`src/csa_pkg.sv`:
```
// Constants, alert bit layout and check-byte function for the serial port.
// Assumes one 50 MHz clock; all pin inputs except adc_rdy_i and din_comp_i are synchronised in the port.
package csa_pkg;
    // ****************************************
    // Frame layout
    // ****************************************
    localparam logic [5:0] CNT_FRAME = 6'h20;
    localparam logic [5:0] CNT_MAX = 6'h3f;
    localparam logic [4:0] PTR_FIRST = 5'h1f;
    localparam logic [4:0] PTR_STREAM = 5'h17;
    localparam logic [7:0] CRC_POLY = 8'h07;
    localparam logic [7:0] CRC_INIT = 8'h00;
    // ****************************************
    // Register map
    // ****************************************
    localparam logic [6:0] ADDR_NOP = 7'h00;
    localparam logic [6:0] ADDR_RD_SEL = 7'h01;
    localparam logic [6:0] ADDR_THERM = 7'h02;
    localparam logic [6:0] ADDR_MASK = 7'h03;
    localparam logic [6:0] ADDR_STATUS = 7'h04;
    localparam logic [6:0] ADDR_LIVE = 7'h05;
    localparam int RS_INFO_BIT = 8;
    localparam int RS_AUTO_BIT = 9;
    localparam int TR_EN_BIT = 0;
    localparam logic [9:0] RD_SEL_RST = 10'h000;
    localparam logic [0:0] THERMAL_RESET_CONTROL_VAL = 1'h0;
    // ****************************************
    // Alert bits
    // ****************************************
    localparam int AL_W = 8;
    localparam int SUP_W = 4;
    localparam int AL_RESET = 0;
    localparam int AL_CRC = 1;
    localparam int AL_CNT = 2;
    localparam int AL_HOT = 3;
    localparam int AL_SUP = 4;
    localparam logic [7:0] ALERT_RST = 8'h01;
    localparam logic [7:0] MASK_RST = 8'h00;
    // Pin sync reset: select and clock idle high
    localparam logic [8:0] SYNC_RST = 9'h003;

    function automatic logic [7:0] csa_crc8(input logic [23:0] d);
        logic [7:0] c;
        c = CRC_INIT;
        for (int i = 23; i >= 0; i--)
        begin
            c = (c[7] ^ d[i]) ? ({c[6:0], 1'b0} ^ CRC_POLY) : {c[6:0], 1'b0};
        end
        return c;
    endfunction : csa_crc8
endpackage : csa_pkg

```
`src/csa_sync3.sv`:
```
// Three-flop pin synchroniser with agreement filter.
// Assumes inputs asynchronous to sys_clk_i.
`timescale 1ns/1ps
`default_nettype none
module csa_sync3 #(
    parameter int W = 1,
    parameter logic [W-1:0] RST = '0
) (
    input wire logic sys_clk_i,
    input wire logic nrst_i,
    input wire logic [W-1:0] async_i,
    output logic [W-1:0] clean_o
);
    logic [W-1:0] s1_q, s2_q, s3_q, out_q;

    always_ff @(posedge sys_clk_i or negedge nrst_i)
    begin
        if (!nrst_i)
        begin
            s1_q <= RST;
            s2_q <= RST;
            s3_q <= RST;
        end
        else
        begin
            s1_q <= async_i;
            s2_q <= s1_q;
            s3_q <= s2_q;
        end
    end

    // Change accepted only once flops two and three agree
    for (genvar i = 0; i < W; i++)
    begin : g_agree
        always_ff @(posedge sys_clk_i or negedge nrst_i)
        begin
            if (!nrst_i)
                out_q[i] <= RST[i];
            else if (s2_q[i] == s3_q[i])
                out_q[i] <= s3_q[i];
        end
    end

    assign clean_o = out_q;
endmodule : csa_sync3
`default_nettype wire

```
`src/csa_alert.sv`:
```
// Latched alert flags with write-one clear, mask and alert pin.
// Assumes set, clear and mask come from logic on sys_clk_i.
`timescale 1ns/1ps
`default_nettype none
module csa_alert
    import csa_pkg::*;
(
    input wire logic sys_clk_i,
    input wire logic nrst_i,
    input wire logic srst_i,
    input wire logic [AL_W-1:0] set_i,
    input wire logic [AL_W-1:0] clr_i,
    input wire logic [AL_W-1:0] mask_i,
    output logic [AL_W-1:0] latched_o,
    output logic alert_n_o
);
    logic [AL_W-1:0] lat_q, lat_d;
    logic alert_n_q;
    wire [AL_W-1:0] clr_only = clr_i & ~set_i;

    // Set wins over a clear in the same cycle
    assign lat_d = srst_i ? ALERT_RST : ((lat_q & ~clr_i) | set_i);

    always_ff @(posedge sys_clk_i or negedge nrst_i)
    begin
        if (!nrst_i)
        begin
            lat_q <= ALERT_RST;
            alert_n_q <= ~|(ALERT_RST & ~MASK_RST);
        end
        else
        begin
            lat_q <= lat_d;
            alert_n_q <= ~|(lat_d & ~mask_i);
        end
    end

    assign latched_o = lat_q;
    assign alert_n_o = alert_n_q;
endmodule : csa_alert
`default_nettype wire

```
`src/csa_spi_port.sv`:
```
// Serial register port with check byte, clock counting, readback,
// streaming, auto readback and alert flag registers.
// Assumes pins asynchronous to sys_clk_i; sclk well below clock / 8.
`timescale 1ns/1ps
`default_nettype none
module csa_spi_port
    import csa_pkg::*;
(
    input wire logic sys_clk_i,
    input wire logic nrst_i,
    input wire logic sclk_i,
    input wire logic sync_n_i,
    input wire logic sdi_i,
    output logic sdo_o,
    output logic alert_n_o,
    input wire logic die_hot_i,
    input wire logic die_crit_i,
    input wire logic [SUP_W-1:0] supply_low_i,
    input wire logic adc_rdy_i,
    input wire logic [3:0] din_comp_i,
    output logic thermal_reset_o
);
    // ****************************************
    // Pin synchronisation and edges
    // ****************************************
    logic [8:0] raw, clean;
    logic sclk_s, cs_n_s, sdi_s, hot_s, crit_s;
    logic [SUP_W-1:0] sup_s;
    logic sclk_p_q, cs_p_q;

    assign raw = {supply_low_i, die_crit_i, die_hot_i, sdi_i, sync_n_i, sclk_i};

    csa_sync3 #(
        .W(9),
        .RST(SYNC_RST)
    ) u_sync (
        .sys_clk_i(sys_clk_i),
        .nrst_i(nrst_i),
        .async_i(raw),
        .clean_o(clean)
    );

    assign sclk_s = clean[0];
    assign cs_n_s = clean[1];
    assign sdi_s = clean[2];
    assign hot_s = clean[3];
    assign crit_s = clean[4];
    assign sup_s = clean[8:5];

    always_ff @(posedge sys_clk_i or negedge nrst_i)
    begin
        if (!nrst_i)
        begin
            sclk_p_q <= 1'b1;
            cs_p_q <= 1'b1;
        end
        else
        begin
            sclk_p_q <= sclk_s;
            cs_p_q <= cs_n_s;
        end
    end

    wire cs_fall = cs_p_q & ~cs_n_s;
    wire cs_rise = ~cs_p_q & cs_n_s;
    wire sck_fall = sclk_p_q & ~sclk_s & ~cs_n_s;
    wire sck_rise = ~sclk_p_q & sclk_s & ~cs_n_s;

    // ****************************************
    // State
    // ****************************************
    logic srst_q;
    logic [31:0] rx_q, tx_q, next_word, first_word;
    logic [5:0] fall_cnt_q;
    logic [4:0] ptr_q;
    logic sdo_q, wrap_q, rd_act_q, rd_pend_q;
    logic [9:0] rd_sel_q;
    logic [0:0] therm_q;
    logic [AL_W-1:0] mask_q, alert_lat, alert_set, alert_clr, live;
    logic [6:0] stream_addr_q;

    wire [6:0] sel_addr = rd_sel_q[6:0];
    wire info_sel = rd_sel_q[RS_INFO_BIT];
    wire auto_en = rd_sel_q[RS_AUTO_BIT];
    wire rd_act_d = auto_en | rd_pend_q;

    // ****************************************
    // Frame decode
    // ****************************************
    wire [6:0] rx_addr = rx_q[30:24];
    wire [15:0] rx_data = rx_q[23:8];
    wire crc_ok = csa_crc8(rx_q[31:8]) == rx_q[7:0];
    wire len_ok = fall_cnt_q == CNT_FRAME;
    // Streaming once a read frame sees more than one word of clocks
    wire strm = rd_act_q && (fall_cnt_q > CNT_FRAME);
    wire cnt_ok = strm ? (wrap_q && ptr_q == PTR_STREAM) : len_ok;
    // A full word of clocks excludes streaming, so no write then
    wire wr_ok = cs_rise && len_ok && crc_ok;
    wire wr_rd_sel = wr_ok && rx_addr == ADDR_RD_SEL;
    wire wr_therm = wr_ok && rx_addr == ADDR_THERM;
    wire wr_mask = wr_ok && rx_addr == ADDR_MASK;
    wire wr_status = wr_ok && rx_addr == ADDR_STATUS;

    // ****************************************
    // Readback word
    // ****************************************
    function automatic logic [15:0] reg_val(input logic [6:0] a);
        logic [15:0] v;
        v = 16'h0000;
        case (a)
            ADDR_RD_SEL: v = {6'h00, rd_sel_q};
            ADDR_THERM: v = {15'h0000, therm_q};
            ADDR_MASK: v = {8'h00, mask_q};
            ADDR_STATUS: v = {8'h00, alert_lat};
            ADDR_LIVE: v = {8'h00, live};
            default: v = 16'h0000;
        endcase
        return v;
    endfunction : reg_val

    function automatic logic [31:0] rd_word(input logic [6:0] a);
        logic [23:0] up;
        logic [6:0] hdr;
        hdr = info_sel ? {1'b0, ~alert_n_o, adc_rdy_i, din_comp_i} : a;
        up = {1'b1, hdr, reg_val(a)};
        return {up, csa_crc8(up)};
    endfunction : rd_word

    wire [6:0] next_addr = stream_addr_q + 7'h01;
    always_comb next_word = rd_word(next_addr);
    always_comb first_word = rd_act_d ? rd_word(sel_addr) : 32'h00000000;

    // ****************************************
    // Receive shifter and edge count
    // ****************************************
    always_ff @(posedge sys_clk_i or negedge nrst_i)
    begin
        if (!nrst_i)
        begin
            rx_q <= 32'h00000000;
            fall_cnt_q <= 6'h00;
        end
        else if (srst_q || cs_fall)
        begin
            rx_q <= 32'h00000000;
            fall_cnt_q <= 6'h00;
        end
        else if (sck_fall)
        begin
            rx_q <= {rx_q[30:0], sdi_s};
            fall_cnt_q <= (fall_cnt_q == CNT_MAX) ? CNT_MAX : fall_cnt_q + 6'h01;
        end
    end

    // ****************************************
    // Transmit shifter and streaming
    // ****************************************
    always_ff @(posedge sys_clk_i or negedge nrst_i)
    begin
        if (!nrst_i)
        begin
            tx_q <= 32'h00000000;
            sdo_q <= 1'b0;
            ptr_q <= PTR_FIRST;
            wrap_q <= 1'b0;
            rd_act_q <= 1'b0;
            stream_addr_q <= 7'h00;
        end
        else if (srst_q)
        begin
            tx_q <= 32'h00000000;
            sdo_q <= 1'b0;
            ptr_q <= PTR_FIRST;
            wrap_q <= 1'b0;
            rd_act_q <= 1'b0;
            stream_addr_q <= 7'h00;
        end
        else if (cs_fall)
        begin
            tx_q <= first_word;
            sdo_q <= rd_act_d;
            ptr_q <= PTR_FIRST;
            wrap_q <= 1'b0;
            rd_act_q <= rd_act_d;
            stream_addr_q <= sel_addr;
        end
        else if (sck_rise)
        begin
            if (ptr_q == 5'h00)
            begin
                // Word done: preload the next address
                wrap_q <= 1'b1;
                ptr_q <= PTR_STREAM;
                stream_addr_q <= next_addr;
                tx_q <= rd_act_q ? next_word : 32'h00000000;
                sdo_q <= rd_act_q & next_word[PTR_STREAM];
            end
            else
            begin
                ptr_q <= ptr_q - 5'h01;
                sdo_q <= tx_q[ptr_q - 5'h01];
            end
        end
        else if (cs_rise)
        begin
            sdo_q <= 1'b0;
        end
    end

    assign sdo_o = sdo_q;

    // ****************************************
    // Registers written over the port
    // ****************************************
    always_ff @(posedge sys_clk_i or negedge nrst_i)
    begin
        if (!nrst_i)
        begin
            rd_sel_q <= RD_SEL_RST;
            therm_q <= THERMAL_RESET_CONTROL_VAL;
            mask_q <= MASK_RST;
            rd_pend_q <= 1'b0;
        end
        else if (srst_q)
        begin
            rd_sel_q <= RD_SEL_RST;
            therm_q <= THERMAL_RESET_CONTROL_VAL;
            mask_q <= MASK_RST;
            rd_pend_q <= 1'b0;
        end
        else
        begin
            if (wr_rd_sel)
                rd_sel_q <= rx_data[9:0];
            if (wr_therm)
                therm_q <= rx_data[TR_EN_BIT];
            if (wr_mask)
                mask_q <= rx_data[7:0];
            // A select write arms the next frame's readback
            if (cs_rise)
                rd_pend_q <= wr_rd_sel;
        end
    end

    // ****************************************
    // Thermal reset
    // ****************************************
    always_ff @(posedge sys_clk_i or negedge nrst_i)
    begin
        if (!nrst_i)
            srst_q <= 1'b0;
        else
            srst_q <= therm_q[TR_EN_BIT] & crit_s & ~srst_q;
    end

    assign thermal_reset_o = srst_q;

    // ****************************************
    // Alert sources
    // ****************************************
    always_comb
    begin
        alert_set = '0;
        alert_set[AL_CRC] = cs_rise & len_ok & ~crc_ok;
        alert_set[AL_CNT] = cs_rise & ~cnt_ok;
        alert_set[AL_HOT] = hot_s;
        alert_set[AL_SUP +: SUP_W] = sup_s;
    end

    assign alert_clr = wr_status ? rx_data[7:0] : '0;

    always_comb
    begin
        live = '0;
        live[AL_HOT] = hot_s;
        live[AL_SUP +: SUP_W] = sup_s;
    end

    csa_alert u_alert (
        .sys_clk_i(sys_clk_i),
        .nrst_i(nrst_i),
        .srst_i(srst_q),
        .set_i(alert_set),
        .clr_i(alert_clr),
        .mask_i(mask_q),
        .latched_o(alert_lat),
        .alert_n_o(alert_n_o)
    );
endmodule : csa_spi_port
`default_nettype wire

```
`config.mk`:
```
export PLATFORM = sky130hd
export DESIGN_NAME = csa_spi_port
export DESIGN_NICKNAME = d
export VERILOG_FILES = /design/src/csa_pkg.sv /design/src/csa_sync3.sv /design/src/csa_alert.sv /design/src/csa_spi_port.sv
export SDC_FILE = /design/constraint.sdc
export NUM_CORES = 1
export LEC_CHECK = 0
export ABC_AREA = 1
export BUFFER_PORTS_ARGS = -buffer_cell sky130_fd_sc_hd__buf_2
export CORE_MARGIN = 2
export CORE_UTILIZATION = 55
export DETAILED_ROUTE_END_ITERATION = 10
export GPL_ROUTABILITY_DRIVEN = 0
export PLACE_DENSITY = 0.74
export SYNTH_ARGS = -nofsm -noshare
export SYNTH_HDL_FRONTEND = slang
export SYNTH_HIERARCHICAL = 1
export SYNTH_SLANG_ARGS = --single-unit
```
`constraint.sdc`:
```
create_clock -name sys_clk_i -period 6.55 [get_ports sys_clk_i]
set_input_delay 0 -clock sys_clk_i [delete_from_list [all_inputs] [get_ports sys_clk_i]]
set_output_delay 0 -clock sys_clk_i [all_outputs]
set_load 0.03 [all_outputs]
```
# Word-level counts from Yosys, hierarchy flattened
# Cells that the tools add are included.
# word_totals
regBits,153
latch_bits,0
mem_bits_rw,0
romBits,0
elab_cells,360
memories,0
# op_classes
addsub,3
n_mul,0
div,0
n_lt_le_gt_ge,2
n_eq_ne,27
shifts,0
muxes,117
n_bitwise,160
n_reduce_logical,22
# op_table
cell,count
32-bit two-way mux,8
3-bit two-way mux,70
3-bit inverter,67
10-bit one-hot mux with 5 select lines,2
7-bit by 2-bit equality test with 1-bit output (second input constant),6
7-bit two-way mux,6
1-bit bitwise XOR,40
7-bit by 3-bit equality test with 1-bit output (second input constant),5
8-bit two-way mux,4
7-bit by 1-bit equality test with 1-bit output (second input constant),3
10-bit two-way mux,2
5-bit two-way mux,4
6-bit two-way mux,3
1-bit two-way mux,17
8-bit bitwise AND,2
8-bit inverter,2
1-bit bitwise XOR (first input constant),15
6-bit equality test (second input constant),2
2-bit nonzero test,6
1-bit bitwise XOR (second input constant),12
1-bit bitwise AND,11
1-bit equality test,9
8-bit equality test,1
1-bit logical AND,8
18 further kinds,26

# Longest topological paths before layout
# Gate-level depths: netlist of run 1.
# depth
depth_word,58
ltp_mapped,33

# Hierarchy
# Netlist of run 1, hierarchy kept.
# modules_own_cells
mod,n_inst,cells_each,area_each_um2,seq_area_each_um2
csa_spi_port,1,1198,7935.1,2561.2
csa_sync3,1,72,1057.3,910.9
csa_alert,1,75,521.8,226.5

# Worst setup path before layout of run 1
# OpenSTA, ideal clock, no wires.
# synth_path
kind,reg2reg
startpoint,register rx_q[28]
endpoint,register u_alert.alert_n_q (netlist: u_alert/alert_n_o)
setup_ns,0.071
arrival_ns,2.908
slack_ns,3.571
path_stages_with_launch,30
cell_sequence,dfrtp_1 > inv_1 > ha_1 > nand3b_1 > nand2_1 > nand2_1 > nand2_2 > inv_1 > nand3_1 > nand3_2 > nand2_4 > nand2_4 > nand2_4 > nand2_2 > nand3_1 > nand2_1 > nor2_2 > nand3_2 > nor2_2 > buf_6 > nand3b_4 > nor2_2 > inv_1 > nand2_1 > nand2_1 > nand3_1 > nand2_1 > inv_2 > nand2_1 > nor2_1
# synth_via
elab_chain_cells,29
word_cells_on_any_way,57
# synth_rtl
item,line,source
start: declaration,csa_spi_port.sv:73,"logic [31:0] rx_q, tx_q, next_word, first_word;"
start signal: assignment,csa_spi_port.sv:150,"rx_q <= {rx_q[30:0], sdi_s};"
1-bit bitwise XOR,csa_pkg.sv:47,"c = (c[7] ^ d[i]) ? ({c[6:0], 1'b0} ^ CRC_POLY) : {c[6:0], 1'b0};"
3-bit two-way mux,csa_pkg.sv:47,
3-bit inverter (no line),-,
3-bit two-way mux,csa_pkg.sv:47,
3-bit inverter (no line),-,
3-bit two-way mux,csa_pkg.sv:47,
1-bit bitwise XOR,csa_pkg.sv:47,
3-bit two-way mux,csa_pkg.sv:47,
[... 14 more ...],-,
net alert_clr[5],csa_spi_port.sv:79,"logic [AL_W-1:0] mask_q, alert_lat, alert_set, alert_clr, live;"
8-bit inverter *,csa_alert.sv:22,assign lat_d = srst_i ? ALERT_RST : ((lat_q & ~clr_i) | set_i);
8-bit bitwise AND *,csa_alert.sv:22,
8-bit bitwise OR *,csa_alert.sv:22,
8-bit two-way mux *,csa_alert.sv:22,
8-bit bitwise AND *,csa_alert.sv:34,alert_n_q <= ~|(lat_d & ~mask_i);
8-bit OR reduction *,csa_alert.sv:34,
1-bit zero test *,csa_alert.sv:34,
end signal: assignment,csa_alert.sv:29,alert_n_q <= ~|(ALERT_RST & ~MASK_RST);
end signal: assignment,csa_alert.sv:34,
end: declaration,csa_alert.sv:18,logic alert_n_q;
# Mark *: on every way through the listed nets, which the timed path passes. The rest lies on a longest branch.
# A chain may end at the register's enable or synchronous reset.

# Worst setup path after layout of run 1
# layout_path
startpoint,register u_sync.out_q[1] (netlist: u_sync/clean_o[1])
endpoint,register fall_cnt_q[5]
# layout_via
elab_chain_cells,4
word_cells_on_any_way,6
# layout_rtl
item,line,source
start: declaration,csa_sync3.sv:14,"logic [W-1:0] s1_q, s2_q, s3_q, out_q;"
start signal: indexed assignment,csa_sync3.sv:38,out_q[i] <= RST[i];
start signal: indexed assignment,csa_sync3.sv:40,out_q[i] <= s3_q[i];
1-bit inverter *,"csa_spi_port.sv:64, csa_spi_port.sv:66",
1-bit bitwise AND,csa_spi_port.sv:64,wire cs_fall = cs_p_q & ~cs_n_s;
1-bit logical OR,csa_spi_port.sv:143,else if (srst_q || cs_fall)
6-bit two-way mux / 2-bit nonzero test (equally long branches),-,
end signal: assignment,csa_spi_port.sv:151,fall_cnt_q <= (fall_cnt_q == CNT_MAX) ? CNT_MAX : fall_cnt_q + 6'h01;
end: declaration,csa_spi_port.sv:74,logic [5:0] fall_cnt_q;
# Every way passes the cells marked *; elsewhere a longest branch is shown, timed or not.

==> impl_metrics.ini, run 1 <==
[outcome]
outcome = finished clean

[grt]
grt_pass1_wl_um = 41200
grt_antenna_before_repair = 0
grt_start_max_net_pins = 76
grt_usage = 0.290
grt_overflow = 0
grt_pass1_vias = 8268

[logic_synthesis]
synth_fa_ha_area_frac = 0.0158
synth_cells = 1345
seq_area_frac_synth = 0.389
synth-xor-area-share = 0.0437
syn_area_mm2 = 0.00951
synth_compound_area_frac = 0.118
ys_seq_elements = 147
synth-simple-area-share = 0.335
yosys.area.top_type = dfrtp_1
synth_top_family_by_area = simple AND/OR/NAND/NOR gates
synthTopCellsByArea = dfrtp_1 (34%), nand2_1 (15%), nand3_1 (7.8%)
syn_area_per_cell_um2 = 7.07
ys.warnings.count = 6
synthMuxAreaShare = 0
ys_types = 55
synth_nets = 1373
yosysTopAreaCellShare = 0.345

[drt]
drtIter0Drc = 832
wl_met2_um = 11500
via_per_inst = 5.50
wl_per_cell_um = 15.6
drtAntennaViolNets = 0
drt-pass1-iter-count = 6
routed_wl_um = 25100
topRoutingLayerUsed = met4
vias = 8825
drc_errors = 0
wl_met3_um = 1880
met1_length_um = 11100

[clock_tree]
clk_pin_slew_ns = 0.06
clock_latency_ns = 0.44
cts_buffers = 17
cts_tree = yes
clock-sinks = 147
post_cts_buffers = 0
ctsResizeCount = 0
clockBufferDepth = 2
cts-hold-fix-buffers = 10
htree_levels = 4
root_buffer = clkbuf_16

[timing]
max_freq_mhz = 224
period_needed_ns = 4.47
finalMaxSlewViolations = 0
fin_tns_setup_ns = 0
clock_skew_ns = 0.0107
hold_viol_final = 0
rsz0062_at_grt = no
fin_ws_ns = 2.08
worst_slew_pin_slew_ns = 1.06
setup_viol = 0
period_share = 0.682
max_slew_margin = 0.292

[placement]
pre_cts_slack_ns = 2.11
port_buffers = 18
hpwl_um = 18900

[critical_path]
endpoint_kind = flip-flop
cp.required_ns = 6.87
crit_arrival_ns = 4.79
cp-start-kind = flip-flop
crit_type = flip-flop to flip-flop
cp_max_fo = 39

[power_and_ir_drop]
power_mw = 3.46
power.density_mw_per_mm2 = 330
ir_drop_mv = 0.264
p_leak_nw = 5.42

[floorplanning]
die_h_um = 136
die_w_um = 136
rows = 48
ios = 19
core_area_mm2 = 0.0171
start_util = 0.556
die_area_mm2 = 0.0184

[worst_hold_path]
holdCritPathClass = input port to flip-flop

[layout]
layout_commonest_cell = nand2_1
final_cell_mix = nand2_1 (387), inv_1 (188), nand3_1 (149), dfrtp_1 (131), nor2_1 (71)
diodes = 0
area_delta_synth_final_pct = 10.2
n_fill_cell = 1554
layout-drive-gt1-share = 0.114
nNetsFinal = 1396

[run]
maxCapViolations = 0
[path summary, 6_finish.rpt]
kind                       slack, ns                     startpoint                         to  cells after the start
min                             0.14                  din_comp_i[2]       tx_q[26]$_DFFE_PN0P_                      5
max reg2reg                     2.08  u_sync/clean_o[1]$_DFFE_PN1N_  fall_cnt_q[5]$_DFFE_PN0P_                      9
min reg2reg                     0.35       u_sync/s1_q[5]$_DFF_PN0_   u_sync/s2_q[5]$_DFF_PN0_                      0
max in group asynchronous       5.01                         nrst_i      mask_q[7]$_DFFE_PN0P_                      3
min in group asynchronous       0.17                         nrst_i  fall_cnt_q[3]$_DFFE_PN0P_                      2
max                             2.08  u_sync/clean_o[1]$_DFFE_PN1N_  fall_cnt_q[5]$_DFFE_PN0P_                      9
[worst max-delay path, stage by stage (launching register included)]
cell and delay (ns):
dfstp_2 0.57, inv_1 0.07, nand2_1 0.64, inv_1 0.09
buf_4 0.28, nor2_1 0.55, inv_1 0.22, nor2_1 0.46
clkinv_1 0.94, o32ai_1 0.52
[metrics by stage]
| step | std cells | utilization | hold WS (ns) | cell area, um^2 |
|---|---|---|---|---|
| after detailed placement | 1564 | 0.572 | 0.0801 | 9790 |
| after CTS | 1606 | 0.612 | 0.109 | 10500 |
| after global routing | 1606 | 0.612 | 0.187 | 10500 |
| after global placement | 1564 | 0.572 | 0.0763 | 9790 |
| after floorplan | 1345 | - | -0.296 | 9510 |
| final | 1606 | 0.612 | 0.138 | 10500 |
[per-layer routing]
layer / up-vias / global-route usage
li1: 4398 / -
met4: 0 / 0.103
met2: 308 / 0.463
met1: 4071 / 0.396
met3: 48 / 0.0539
met5: - / 0
[flip-flops by register name, indices dropped and copies added (netlist names), 8 cells and up]
register	cells
rd_sel_q	10
rx_q	32
mask_q	8
u_sync/s2_q	9
tx_q	26
u_sync/s3_q	9
u_sync/clean_o	9
u_alert/latched_o	8
u_sync/s1_q	9
[kinds of logic after synthesis]
kind of cell	count (synthesis)
AND/OR/NAND/NOR	709
buffers and inverters	242
AO/OA/AOI/OAI	190
flip-flops	147
XOR/XNOR	44
adder cells (fa/ha/maj)	12
other	1
[synthesized netlist by cell type (all sizes together)]
cell and n:
nor2 87, dfrtp 131, o211ai 7, o32ai 1, a21oi 47, a21boi 1, xnor2 16, o221ai 3
nand3b 5, inv 205, dfstp 16, o21a 1, nor3 7, nor4 4, and2 1, o311ai 2
buf 7, nor3b 1, clkbuf 23, or2 4, ha 12, a211oi 1, a22oi 1, xor2 28
o22ai 47, a221o 1, nand2 417, clkinv 7, a41oi 1, conb 1, a32o 2, a22o 3
nand2b 1, o21ai 70, a221oi 1, a31oi 1, nand4 26, nand3 156
[area by class of cell]
type | instances | area [um^2] | share of cell area
clock buffer | 17 | 425 | 0.0406
clock inverter | 15 | 161 | 0.0154
inverter | 212 | 796 | 0.0759
multi-input combinational | 956 | 4880 | 0.465
sequential | 147 | 3700 | 0.353
tap | 225 | 282 | 0.0269
timing repair buffer | 34 | 241 | 0.0230
[power by group]
group          switching (mW)  total, mW  leakage, nW  internal, mW
sequential             0.0878       1.10         1.88          1.01
clock                   0.433      0.972        0.279         0.539
combinational           0.930       1.39         3.26         0.456
total                    1.45       3.46         5.42          2.01
No activity file was read; power rests on OpenSTA's default activity.
==> run 2, diff against run 1 <==
Clock period 6.55 ns to 4.2 ns, I/O delays scaled along.
==> impl_metrics.ini, run 2 (synthesis results as in run 1) <==
[timing]
clock_skew_ns = 0.0158
max_slew_margin = 0.299
period_needed_ns = 3.50
period_share = 0.834
max_freq_mhz = 285
fin_ws_ns = 0.696
fin_tns_setup_ns = 0
worst_slew_pin_slew_ns = 1.05
setup_viol = 0
hold_viol_final = 0
finalMaxSlewViolations = 0
rsz0062_at_grt = no

[critical_path]
crit_arrival_ns = 3.88
cp_max_fo = 20
crit_type = flip-flop to flip-flop
crit_start = rx_q[26]$_DFFE_PN0P_
timing.rr.start = rx_q[26]$_DFFE_PN0P_
crit_slowest_cell = dfrtp_1
cpPeakStageDelay_ns = 0.42
cp_common_cell = nand2_1
critPathTopFamily = simple AND/OR/NAND/NOR gates
reg2reg_slack_ns = 0.70
cp-start-kind = flip-flop
crit-reg2reg-capture = u_alert/alert_n_o$_DFF_PN0_
path_buf_inv = 6
cp.required_ns = 4.58
endpoint_kind = flip-flop
r2r_cells = 31

[drt]
drtIter0Drc = 851
drtAntennaViolNets = 0
drt-pass1-iter-count = 8
vias = 8959
via_per_inst = 5.56
wl_per_cell_um = 15.4
routed_wl_um = 24800
drc_errors = 0

[layout]
area_delta_synth_final_pct = 10.8
final_cell_mix = nand2_1 (387), inv_1 (188), nand3_1 (149), dfrtp_1 (131), nor2_1 (71)
top_register = rx_q
layout-drive-gt1-share = 0.118
layout_commonest_cell = nand2_1
largest_reg_flops = 32
diodes = 0
top_regs = rx_q x32, tx_q x26, rd_sel_q x10
nNetsFinal = 1402

[floorplanning]
die_w_um = 136
ios = 19
rows = 48
die_h_um = 136
start_util = 0.556
die_area_mm2 = 0.0184
core_area_mm2 = 0.0171

[clock_tree]
clk_pin_slew_ns = 0.07
clock-sinks = 147
clockBufferDepth = 2
root_buffer = clkbuf_16
cts_tree = yes
ctsResizeCount = 0
cts_buffers = 17
htree_levels = 4
clock_latency_ns = 0.45

[run]
maxCapViolations = 0

[outcome]
outcome = finished clean

[worst_hold_path]
hold_depth = 5
holdCritPathClass = input port to flip-flop
worstHoldStart = din_comp_i[2]
hold_end = tx_q[26]$_DFFE_PN0P_

[grt]
grt_usage = 0.284
grt_pass1_vias = 8124
grt_overflow = 0
grt_pass1_wl_um = 40600
grt_antenna_before_repair = 0
grt_start_max_net_pins = 88

[placement]
pre_cts_slack_ns = 0.790
hpwl_um = 18400
port_buffers = 18

[power_and_ir_drop]
p_leak_nw = 5.46
power.density_mw_per_mm2 = 508
ir_drop_mv = 0.496
==> run 2: repair_timing <==
| item | in CTS | in global routing |
|---|---|---|
| endpoints found under the hold margin | 93 | 0 |
| hold buffers | 10 | 0 |
| buffers inserted | 0 | 0 |
==> run 2: cell type report <==
type                            count  area, um^2
Fill cell                        1573        6570
Multi-Input combinational cell    956        4880
Sequential cell                   147        3700
Inverter                          212         796
Clock buffer                       17         425
Timing Repair Buffer               40         287
Tap cell                          225         282
Clock inverter                     15         183
==> run 2: metal layers <==
| layer | wire length, um | GRT usage | part of all wire |
|---|---|---|---|
| met2 | 11400 | 0.452 | 0.46 |
| met4 | 898 | 0.116 | 0.036 |
| met1 | 10900 | 0.382 | 0.44 |
| met3 | 1590 | 0.0554 | 0.064 |
| met5 | 0 | 0 | 0 |
==> run 2: worst max-delay path by stage <==
stage                     depth (start not counted)                           to
after floorplan                                  29  u_alert/alert_n_o$_DFF_PN0_
after global placement                           29  u_alert/alert_n_o$_DFF_PN0_
after detailed placement                         31  u_alert/alert_n_o$_DFF_PN0_
after CTS                                        26  u_alert/alert_n_o$_DFF_PN0_
after global routing                             33  u_alert/alert_n_o$_DFF_PN0_
final                                            31  u_alert/alert_n_o$_DFF_PN0_
==> run 2: power breakdown <==
group	internal, mW	switching [mW]	leakage (nW)	total (mW)
registers	1.58	0.132	1.88	1.71
logic	0.717	1.37	3.29	2.09
clock network	0.809	0.746	0.294	1.56
total	3.11	2.25	5.46	5.36
==> run 2: tightest hold or removal path, stage by stage <==
cell	delay, ns
buf_2	0.12
nand2_1	0.12
nand2_1	0.14
nor2_1	0.10
o21ai_0	0.09
==> run 2: per-stage QoR <==
| stage | cell area (um^2) | hold slack [ns] | instances | utilization | power (mW) |
|---|---|---|---|---|---|
| detailed placement | 9840 | 0.109 | 1570 | 0.575 | 3.80 |
| global placement | 9840 | 0.109 | 1570 | 0.575 | 3.76 |
| finish | 10500 | 0.184 | 1612 | 0.616 | 5.36 |
| global route | 10500 | 0.179 | 1612 | 0.616 | 5.74 |
| floorplan | 9510 | -0.296 | 1345 | - | 3.32 |
| CTS | 10500 | 0.154 | 1612 | 0.616 | 5.37 |
